`src/pkg/bmfa_pkg.sv`:
```
// boot memory map and flash access: shared constants, states, helpers
// assumes a single 10 MHz system clock and active-low async reset
package bmfa_pkg;
  localparam logic [31:0] SRAM_BASE  = 32'h2000_0000;
  localparam logic [31:0] BB_BASE    = 32'h2200_0000;
  localparam logic [31:0] BB_LAST    = 32'h23ff_ffff;
  localparam logic [31:0] ROM_BASE   = 32'h0080_0000;
  localparam logic [31:0] FLASH_BASE = 32'h0040_0000;
  localparam logic [31:0] BOOT_BASE  = 32'h0000_0000;

  localparam int PAGE_BYTES  = 256;
  localparam int PAGES_MAX   = 1024;
  localparam int WBUF_BYTES  = 128;
  localparam int WBUF_WORDS  = WBUF_BYTES / 4;
  localparam int WBUF_AW     = 5;
  localparam int LOCK_SHIFT  = 6;
  localparam int LOCK_COUNT  = 16;

  localparam int          NV_COUNT    = 3;
  localparam int          NV_SECURITY = 0;
  localparam int          NV_BOOT     = 1;
  localparam logic [2:0]  NV_RESET    = 3'h0;
  localparam logic [15:0] LOCK_RESET  = 16'h0000;
  // arbitrary identity value, names no real part
  localparam logic [31:0] FLASH_ID    = 32'h0000_a5c3;

  localparam logic [7:0] CMD_GET_DESC   = 8'h00;
  localparam logic [7:0] CMD_WRITE_PAGE = 8'h01;
  localparam logic [7:0] CMD_ERASE_WR   = 8'h03;
  localparam logic [7:0] CMD_ERASE_ALL  = 8'h05;
  localparam logic [7:0] CMD_LOCK       = 8'h08;
  localparam logic [7:0] CMD_UNLOCK     = 8'h09;
  localparam logic [7:0] CMD_SET_NV     = 8'h0b;
  localparam logic [7:0] CMD_CLR_NV     = 8'h0c;
  localparam logic [7:0] CMD_GET_NV     = 8'h0d;
  localparam logic [7:0] CMD_READ       = 8'h10;
  localparam logic [7:0] CMD_PROTECT    = 8'h11;

  typedef enum logic [2:0] {
    BUS_IDLE = 3'h1,
    BUS_MISS = 3'h2,
    BUS_FILL = 3'h4
  } bmfa_bus_t;

  typedef enum logic [3:0] {
    CMD_IDLE  = 4'h1,
    CMD_ARRAY = 4'h2,
    CMD_RDREQ = 4'h4,
    CMD_RDCAP = 4'h8
  } bmfa_cmd_t;

  function automatic logic [14:0] ram_bytes(input logic [1:0] fuse);
    case (fuse)
      2'h0:    ram_bytes = 15'h2000;
      2'h1:    ram_bytes = 15'h4000;
      default: ram_bytes = 15'h6000;
    endcase
  endfunction : ram_bytes

  function automatic logic [10:0] flash_pages(input logic [1:0] variant);
    case (variant)
      2'h0:    flash_pages = 11'h100;
      2'h1:    flash_pages = 11'h200;
      default: flash_pages = 11'h400;
    endcase
  endfunction : flash_pages
endpackage : bmfa_pkg

```
`src/bmfa_top.sv`:
```
// boot memory map, flash access controller and fast programming entry
// assumes synchronous inputs on mclk; sram, rom and the flash macro
// sit outside and answer on their own ports
module bmfa_top (
  input  wire logic          mclk,
  input  wire logic          reset_n,
  input  wire logic          bus_req,
  input  wire logic          bus_write,
  input  wire logic [31:0]   bus_addr,
  input  wire logic [31:0]   bus_wdata,
  output logic               bus_ack,
  output logic               bus_err,
  output logic      [31:0]   bus_rdata,
  output logic               sram_sel,
  output logic               sram_bit_mode,
  output logic      [2:0]    sram_bit_idx,
  output logic      [14:0]   sram_offset,
  output logic               rom_sel,
  output logic      [21:0]   rom_offset,
  input  wire logic [1:0]    ram_size_fuse,
  input  wire logic [1:0]    flash_variant,
  input  wire logic          wide_mode,
  output logic               array_rd,
  output logic               array_half,
  output logic      [17:0]   array_addr,
  input  wire logic [127:0]  array_rdata,
  output logic               array_start,
  output logic      [7:0]    array_op,
  output logic      [9:0]    array_page,
  input  wire logic          array_done,
  input  wire logic [4:0]    buf_rd_addr,
  output logic      [31:0]   buf_rd_data,
  input  wire logic          cmd_valid,
  input  wire logic [7:0]    cmd_code,
  input  wire logic [15:0]   cmd_arg,
  input  wire logic          test_mode_pin,
  input  wire logic          port_a_line_zero,
  input  wire logic          port_a_line_one,
  input  wire logic          fpp_cmd_valid,
  input  wire logic [7:0]    fpp_cmd_code,
  input  wire logic [15:0]   fpp_cmd_arg,
  output logic               fpp_mode,
  output logic               cmd_busy,
  output logic               cmd_done,
  output logic               cmd_error,
  output logic      [31:0]   cmd_result,
  input  wire logic [2:0]    nv_stored,
  input  wire logic          erase_pin,
  output logic      [2:0]    general_nonvolatile_bits,
  output logic               nv_write,
  output logic               boot_ready,
  output logic               boot_from_flash
);
  bmfa_pkg::bmfa_bus_t bus_state;
  bmfa_pkg::bmfa_cmd_t cmd_state;
  logic          nv_loaded;
  logic [2:0]    next_nv;
  logic [15:0]   lock_bits;
  logic [127:0]  line_data;
  logic [17:3]   line_addr;
  logic          line_wide;
  logic          line_valid;
  logic [17:0]   pend_off;
  logic [15:0]   rd_word;
  logic          bus_take;
  logic          in_boot;
  logic          is_sram;
  logic          is_bb;
  logic          is_rom;
  logic          is_flash;
  logic          dec_err;
  logic          line_hit;
  logic [14:0]   ram_lim;
  logic [10:0]   pages;
  logic          src_valid;
  logic [7:0]    src_code;
  logic [15:0]   src_arg;
  logic          cmd_take;
  logic          page_ok;
  logic          fpp_entry;

  // word select inside a fetched line
  function automatic logic [31:0] pick(input logic [127:0] l,
                                       input logic [1:0] w);
    pick = l[{w, 5'h00} +: 32];
  endfunction : pick

  assign ram_lim  = bmfa_pkg::ram_bytes(ram_size_fuse);
  assign pages    = bmfa_pkg::flash_pages(flash_variant);
  assign bus_take = bus_req && bus_state == bmfa_pkg::BUS_IDLE
                    && nv_loaded;
  assign fpp_entry = !test_mode_pin && !port_a_line_zero
                     && !port_a_line_one;

  always_comb begin
    in_boot  = bus_addr[31:22] == bmfa_pkg::BOOT_BASE[31:22];
    is_sram  = bus_addr[31:25] == bmfa_pkg::SRAM_BASE[31:25]
               && bus_addr[24:15] == 10'h000
               && bus_addr[14:0] < ram_lim;
    is_bb    = bus_addr[31:25] == bmfa_pkg::BB_BASE[31:25]
               && bus_addr[24:20] == 5'h00
               && bus_addr[19:5] < ram_lim;
    is_rom   = !bus_write && (bus_addr[31:22] == bmfa_pkg::ROM_BASE[31:22]
               || (in_boot && !boot_from_flash));
    is_flash = (bus_addr[31:22] == bmfa_pkg::FLASH_BASE[31:22]
               || (in_boot && boot_from_flash))
               && bus_addr[21:18] == 4'h0
               && {1'b0, bus_addr[17:8]} < pages;
    dec_err  = !(is_sram || is_bb || is_rom || is_flash);
    line_hit = line_valid && line_addr[17:4] == bus_addr[17:4]
               && (line_wide || line_addr[3] == bus_addr[3]);
  end

  // fast port owns the command engine while strapped
  always_comb begin
    src_valid = fpp_mode ? fpp_cmd_valid : cmd_valid;
    src_code  = fpp_mode ? fpp_cmd_code : cmd_code;
    src_arg   = fpp_mode ? fpp_cmd_arg : cmd_arg;
    cmd_take  = src_valid && cmd_state == bmfa_pkg::CMD_IDLE
                && nv_loaded && bus_state == bmfa_pkg::BUS_IDLE;
    page_ok   = src_arg[15:10] == 6'h00 && {1'b0, src_arg[9:0]} < pages;
  end

  always_ff @(posedge mclk or negedge reset_n) begin
    if (!reset_n) begin
      fpp_mode <= 1'b0;
    end else begin
      fpp_mode <= fpp_entry;
    end
  end

  bmfa_wbuf u_wbuf (
    .mclk    (mclk),
    .reset_n (reset_n),
    .wr_en   (bus_take && is_flash && bus_write),
    .wr_addr (bus_addr[6:2]),
    .wr_data (bus_wdata),
    .rd_addr (buf_rd_addr),
    .rd_data (buf_rd_data)
  );

  always_ff @(posedge mclk or negedge reset_n) begin
    if (!reset_n) begin
      bus_state     <= bmfa_pkg::BUS_IDLE;
      bus_ack       <= 1'b0;
      bus_err       <= 1'b0;
      bus_rdata     <= 32'h0000_0000;
      sram_sel      <= 1'b0;
      sram_bit_mode <= 1'b0;
      sram_bit_idx  <= 3'h0;
      sram_offset   <= 15'h0000;
      rom_sel       <= 1'b0;
      rom_offset    <= 22'h00_0000;
      pend_off      <= 18'h0_0000;
    end else begin
      bus_ack  <= 1'b0;
      bus_err  <= 1'b0;
      sram_sel <= 1'b0;
      rom_sel  <= 1'b0;
      case (bus_state)
        bmfa_pkg::BUS_IDLE: begin
          if (bus_take) begin
            if (dec_err) begin
              bus_err <= 1'b1;
              bus_ack <= 1'b1;
            end else if (is_sram || is_bb) begin
              sram_sel      <= 1'b1;
              sram_bit_mode <= is_bb;
              sram_bit_idx  <= is_bb ? bus_addr[4:2] : 3'h0;
              sram_offset   <= is_bb ? bus_addr[19:5] : bus_addr[14:0];
            end else if (is_rom) begin
              rom_sel    <= 1'b1;
              rom_offset <= bus_addr[21:0];
            end else if (bus_write || line_hit) begin
              bus_ack   <= 1'b1;
              bus_rdata <= bus_write ? 32'h0000_0000
                           : pick(line_data, bus_addr[3:2]);
            end else begin
              pend_off  <= bus_addr[17:0];
              bus_state <= bmfa_pkg::BUS_MISS;
            end
          end
        end
        bmfa_pkg::BUS_MISS: begin
          if (cmd_state == bmfa_pkg::CMD_IDLE) begin
            bus_state <= bmfa_pkg::BUS_FILL;
          end
        end
        bmfa_pkg::BUS_FILL: begin
          bus_ack   <= 1'b1;
          bus_rdata <= pick(array_rdata, pend_off[3:2]);
          bus_state <= bmfa_pkg::BUS_IDLE;
        end
        default: bus_state <= bmfa_pkg::BUS_IDLE;
      endcase
    end
  end

  // array reads: bus misses and CMD_READ commands from either port share the port
  always_ff @(posedge mclk or negedge reset_n) begin
    if (!reset_n) begin
      array_rd   <= 1'b0;
      array_half <= 1'b0;
      array_addr <= 18'h0_0000;
    end else begin
      array_rd <= 1'b0;
      if (bus_state == bmfa_pkg::BUS_MISS
          && cmd_state == bmfa_pkg::CMD_IDLE) begin
        array_rd   <= 1'b1;
        array_half <= pend_off[3];
        array_addr <= {pend_off[17:4], 4'h0};
      end else if (cmd_state == bmfa_pkg::CMD_RDREQ) begin
        array_rd   <= 1'b1;
        array_half <= rd_word[1];
        array_addr <= {rd_word[15:2], 4'h0};
      end
    end
  end

  // line is dropped when an array operation starts: stale after program
  always_ff @(posedge mclk or negedge reset_n) begin
    if (!reset_n) begin
      line_valid <= 1'b0;
      line_wide  <= 1'b0;
      line_addr  <= 15'h0000;
      line_data  <= 128'h0;
    end else if (bus_state == bmfa_pkg::BUS_FILL) begin
      line_valid <= 1'b1;
      line_wide  <= wide_mode;
      line_addr  <= pend_off[17:3];
      line_data  <= array_rdata;
    end else if (array_start) begin
      line_valid <= 1'b0;
    end
  end

  always_ff @(posedge mclk or negedge reset_n) begin
    if (!reset_n) begin
      cmd_state   <= bmfa_pkg::CMD_IDLE;
      cmd_busy    <= 1'b0;
      cmd_done    <= 1'b0;
      cmd_error   <= 1'b0;
      cmd_result  <= 32'h0000_0000;
      lock_bits   <= bmfa_pkg::LOCK_RESET;
      array_start <= 1'b0;
      array_op    <= 8'h00;
      array_page  <= 10'h000;
      rd_word     <= 16'h0000;
    end else begin
      cmd_done    <= 1'b0;
      array_start <= 1'b0;
      case (cmd_state)
        bmfa_pkg::CMD_IDLE: begin
          if (cmd_take) begin
            cmd_done  <= 1'b1;
            cmd_error <= 1'b0;
            case (src_code)
              bmfa_pkg::CMD_GET_DESC: begin
                case (src_arg[1:0])
                  2'h0:    cmd_result <= bmfa_pkg::FLASH_ID;
                  2'h1:    cmd_result <= {13'h0000, pages, 8'h00};
                  2'h2:    cmd_result <= 32'(bmfa_pkg::PAGE_BYTES);
                  default: cmd_result <= {21'h00_0000, pages};
                endcase
              end
              bmfa_pkg::CMD_WRITE_PAGE, bmfa_pkg::CMD_ERASE_WR,
              bmfa_pkg::CMD_ERASE_ALL: begin
                if (src_code == bmfa_pkg::CMD_ERASE_ALL ? |lock_bits
                    : (!page_ok || lock_bits[src_arg[9:6]])) begin
                  cmd_error <= 1'b1;
                end else begin
                  cmd_done    <= 1'b0;
                  cmd_busy    <= 1'b1;
                  array_start <= 1'b1;
                  array_op    <= src_code;
                  array_page  <= src_arg[9:0];
                  cmd_state   <= bmfa_pkg::CMD_ARRAY;
                end
              end
              bmfa_pkg::CMD_LOCK, bmfa_pkg::CMD_UNLOCK: begin
                if (!page_ok) begin
                  cmd_error <= 1'b1;
                end else begin
                  lock_bits[src_arg[9:6]] <=
                    src_code == bmfa_pkg::CMD_LOCK;
                end
              end
              bmfa_pkg::CMD_SET_NV, bmfa_pkg::CMD_CLR_NV: begin
                cmd_error <= src_arg > 16'(bmfa_pkg::NV_COUNT - 1);
              end
              bmfa_pkg::CMD_GET_NV: begin
                cmd_result <= {29'h0000_0000, general_nonvolatile_bits};
              end
              bmfa_pkg::CMD_PROTECT: begin
                cmd_result <= 32'h0000_0000;
              end
              bmfa_pkg::CMD_READ: begin
                if ((fpp_mode && general_nonvolatile_bits[0])
                    || {1'b0, src_arg[15:6]} >= pages) begin
                  cmd_error <= 1'b1;
                end else begin
                  cmd_done  <= 1'b0;
                  cmd_busy  <= 1'b1;
                  rd_word   <= src_arg;
                  cmd_state <= bmfa_pkg::CMD_RDREQ;
                end
              end
              default: cmd_error <= 1'b1;
            endcase
          end
        end
        bmfa_pkg::CMD_ARRAY: begin
          if (array_done) begin
            cmd_done  <= 1'b1;
            cmd_busy  <= 1'b0;
            cmd_state <= bmfa_pkg::CMD_IDLE;
          end
        end
        bmfa_pkg::CMD_RDREQ: cmd_state <= bmfa_pkg::CMD_RDCAP;
        bmfa_pkg::CMD_RDCAP: begin
          cmd_result <= pick(array_rdata, rd_word[1:0]);
          cmd_done   <= 1'b1;
          cmd_busy   <= 1'b0;
          cmd_state  <= bmfa_pkg::CMD_IDLE;
        end
        default: cmd_state <= bmfa_pkg::CMD_IDLE;
      endcase
    end
  end

  // erase pin applied last so it wins over a set command
  always_comb begin
    next_nv = general_nonvolatile_bits;
    if (cmd_take && src_arg < 16'(bmfa_pkg::NV_COUNT)) begin
      if (src_code == bmfa_pkg::CMD_SET_NV) begin
        next_nv[src_arg[1:0]] = 1'b1;
      end else if (src_code == bmfa_pkg::CMD_CLR_NV) begin
        next_nv[src_arg[1:0]] = 1'b0;
      end
    end
    if (cmd_take && src_code == bmfa_pkg::CMD_PROTECT) begin
      next_nv[bmfa_pkg::NV_SECURITY] = 1'b1;
    end
    if (erase_pin) begin
      next_nv[bmfa_pkg::NV_BOOT] = 1'b0;
    end
  end

  // boot map latched once per reset; later changes apply next boot
  always_ff @(posedge mclk or negedge reset_n) begin
    if (!reset_n) begin
      nv_loaded                <= 1'b0;
      general_nonvolatile_bits <= bmfa_pkg::NV_RESET;
      nv_write                 <= 1'b0;
      boot_ready               <= 1'b0;
      boot_from_flash          <= 1'b0;
    end else if (!nv_loaded) begin
      nv_loaded                <= 1'b1;
      boot_ready               <= 1'b1;
      general_nonvolatile_bits <= nv_stored;
      boot_from_flash          <= nv_stored[bmfa_pkg::NV_BOOT];
    end else begin
      nv_write                 <= next_nv != general_nonvolatile_bits;
      general_nonvolatile_bits <= next_nv;
    end
  end
endmodule : bmfa_top

```
`src/bmfa_wbuf.sv`:
```
// flash write buffer: 32 words of 32 bits, one write and one read port
// assumes writer and reader share mclk; read data is registered
module bmfa_wbuf (
  input  wire logic                            mclk,
  input  wire logic                            reset_n,
  input  wire logic                            wr_en,
  input  wire logic [bmfa_pkg::WBUF_AW-1:0]    wr_addr,
  input  wire logic [31:0]                     wr_data,
  input  wire logic [bmfa_pkg::WBUF_AW-1:0]    rd_addr,
  output logic      [31:0]                     rd_data
);
  logic [31:0] mem [bmfa_pkg::WBUF_WORDS];

  always_ff @(posedge mclk) begin
    if (wr_en) begin
      mem[wr_addr] <= wr_data;
    end
  end

  always_ff @(posedge mclk or negedge reset_n) begin
    if (!reset_n) begin
      rd_data <= 32'h0000_0000;
    end else begin
      rd_data <= mem[rd_addr];
    end
  end
endmodule : bmfa_wbuf
```
`config.mk`:
```
export PLATFORM = sky130hd
export DESIGN_NAME = bmfa_top
export DESIGN_NICKNAME = d
export VERILOG_FILES = /design/src/pkg/bmfa_pkg.sv /design/src/bmfa_top.sv /design/src/bmfa_wbuf.sv
export SDC_FILE = /design/constraint.sdc
export NUM_CORES = 2
export LEC_CHECK = 0
export BUFFER_PORTS_ARGS = -buffer_cell sky130_fd_sc_hd__buf_4
export CAP_MARGIN = 0
export CORE_ASPECT_RATIO = 0.75
export CORE_UTILIZATION = 60
export CTS_BUF_LIST = sky130_fd_sc_hd__clkbuf_8
export DETAILED_ROUTE_END_ITERATION = 12
export PLACE_DENSITY = 0.78
export SLEW_MARGIN = 15
export SYNTH_ARGS = -nofsm -noshare
export SYNTH_HDL_FRONTEND = slang
export SYNTH_HIERARCHICAL = 1
export SYNTH_SLANG_ARGS = --single-unit
```
`constraint.sdc`:
```
create_clock -name mclk -period 4.4 [get_ports mclk]
set_input_delay 0.88 -clock mclk [delete_from_list [all_inputs] [get_ports mclk]]
set_output_delay 0.88 -clock mclk [all_outputs]
set_load 0.05 [all_outputs]
```
==> run summary <==
H-tree depth: 4
Die Wd: 362 um
Max VDD drop: 0.296 mV
Core Rows: 98
Routed WL: 149000 um
Pre-Repair DR Iteration Count: 5
Most common cell in the netlist: edfxtp_1
Vias in the first global route: 36100
Number of buffers added on ports: 449
Hold-fix buffers, CTS: 1
Core area: 0.0958 mm^2
Worst r2r src: fpp_mode
DIE AREA: 0.0985 mm^2
YS warnings: 6
Cts bufs inserted: 202
WP data required: 5.18 ns
Initial DRC count: 3778
Status: complete, no violations
Worst EP arrival: 4.20 ns
Synth top area share: 52.7%
Share of post-route cells with drive strength above 1: 24.2%
Reg2Reg Depth: 8
Fill count: 6240
CP max stage delay: 0.96 ns
Final period utilization: 77.8%
Flop-to-flop setup slack: 0.98 ns
Core Util, Final: 70.7%
Syn-to-layout area delta: 16.1%
Initial antenna violation count: 11
Cts repair resizes: 0
DR WL/cell: 25.2 um
Pleak: 0.0272 uW
Distinct cells, synth: 67
Clock Sinks: 1411
Total Routing Usage GR: 30.4%
CTS tree: yes
Commonest cells in the netlist: 1024 x edfxtp_1, 585 x nand2_1, 536 x mux2i_1, 385 x dfrtp_1, 137 x a21oi_1
CP Launch Point: fpp_mode
Crit. End Element: register
Worst setup endpoint: array_op[2]
Fin. Hold Viols: 0
Via/cell ratio: 6.11
Leading area contributor after synthesis: edfxtp_1
CP Depth: 8
Critical-path cell list: buf_4 > and3_1 > o22ai_1 > a21oi_1 > o41ai_1 > a21oi_1 > nand3b_4 > mux2_4
CP Class: reg -> reg
Reg-to-Reg End: array_op[2]
Seq/Total Area, Yosys: 69.3%
# setup viols final: 0
Clk_lat worst skew: 0.91 ns
CP max-delay cell: dfrtp_2
Slew HR: 20.8%
Worst Max-Slew Pin Slew: 1.19 ns
Synth async-reset ratio: 27.4%
DP HPWL: 95600 um
Worst-path clk slew: 0.06 ns
Crit Path Max Fanout: 51
WP buf/inv: 1
Max Slew Vio Count: 0
Syn Area/Cell: 15.0 um^2
RSZ-0062 raised after global routing: no
Pwr/cell area: 392 mW/mm^2
Final non-filler cell total: 5927
Overflow after GRT: 0
Chip Height: 272 um
Fmax: 0.292 GHz
I/O pin cnt: 454
EDFF count, synth: 1024
Placed cells: 5539
Post-Synthesis Cells: 3885
Initial core utilization: 60.9%
Final GP Congestion: 0.934
Final net count: 4711
Post-route ant nets: 0
Synth area leaders: edfxtp_1 53%, dfrtp_1 17%, mux2i_1 9.2%
Final min period: 3.42 ns
Final Skew: 0.0360 ns
Setup TNS: 0 ns
Max_cap viols: 0
Largest net degree at the start of global routing: 177
Post-CTS setup buffers: 0
#FFs+latches synth: 1411
Min-Delay Path Class: in -> reg
Post-Syn Area: 0.0583 mm^2
Vias: 36200
Startpoint types: register
Drt drc: 0
CTS Root Cell: clkbuf_8
Cell mode on critical path: a21oi_1
Predominant post-synthesis flop cell: edfxtp_1
First-pass GRT wire length: 222000 um
Crit-path leading delay family: flip-flops
CTS Buffer Depth: 3
## cell families after synthesis
| group | Yosys count | synth area share, % |
|---|---|---|
| compound gates | 497 | 5.84 |
| xor+xnor | 15 | 0.225 |
| fa+ha+maj | 3 | 0.0644 |
| buf+inv | 251 | 2.19 |
| flops | 1411 | 69.3 |
| mux | 748 | 15.2 |
| other cells | 2 | 0.0129 |
| simple gates | 958 | 7.11 |
## flip-flops by register name, indices dropped and copies added, names as in the netlist, 4 cells and up
register and cells:
pend_off 16, bus_rdata 32, cmd_result 32, line_addr 15, array_op 8, u_wbuf/mem 1024, sram_offset 15, u_wbuf/rd_data 32
line_data 128, array_page 10, array_addr 14, cmd_state 4, rd_word 16, lock_bits 16, rom_offset 22
## cell usage in the layout, fill, tap and decap left out, drive strengths merged, types with 113 or more instances in the layout
cell	count
a21oi	138
a22o	119
a22oi	114
buf	583
clkbuf	217
dfrtp	385
edfxtp	1024
mux2	116
mux2i	536
nand2	585
nor2	113
## worst min path at each step
stage / to / startpoint / depth (start not counted)
3_5_place_dp: line_data[75] / line_data[75] / 2
2_1_floorplan: line_data[64] / line_data[64] / 2
5_1_grt: fpp_mode / port_a_line_one / 2
4_1_cts: fpp_mode / port_a_line_one / 2
6_report: fpp_mode / port_a_line_one / 2
3_3_place_gp: line_data[117] / line_data[117] / 2
## final cells by class
type	instances	area [um^2]	area share (%)
clock inverters	161	892	1.32
repair buffers	584	4710	6.97
well taps	1300	1630	2.40
multi-input cells	2226	16900	25.0
diodes	9	22.5	0.0333
inverters	19	71.3	0.105
clock buffers	217	2990	4.41
flip-flops and latches	1411	40400	59.8
## stage by stage
step / area (um^2) / setup slack [ns] / hold slack, ns / power, uW
3_5_place_dp: 63800 / 0.613 / 0.458 / 16800
3_3_place_gp: 63800 / 0.621 / 0.453 / 16800
4_1_cts: 67700 / 1.07 / 0.0456 / 26700
6_report: 67700 / 0.977 / 0.125 / 26500
5_1_grt: 67700 / 0.772 / 0.116 / 27400
2_1_floorplan: 58300 / 0.267 / 0.440 / 15900
## routing by layer
| metal | wire [um] | vias up | global-route usage, % | part of all wire (%) |
|---|---|---|---|---|
| li1 | - | 15900 | - | - |
| met1 | 61000 | 18200 | 43.2 | 41 |
| met2 | 69400 | 1833 | 46.3 | 47 |
| met3 | 14200 | 258 | 6.66 | 9.6 |
| met4 | 4450 | 6 | 12.1 | 3.0 |
| met5 | 75 | - | 0.335 | 0.050 |
## where the power goes
group          switching [uW]  internal [uW]
Clock                    4970           4980
Sequential               87.4          14400
Combinational            1300            764
Total                    6360          20200
(Power assumes the default switching activity.)
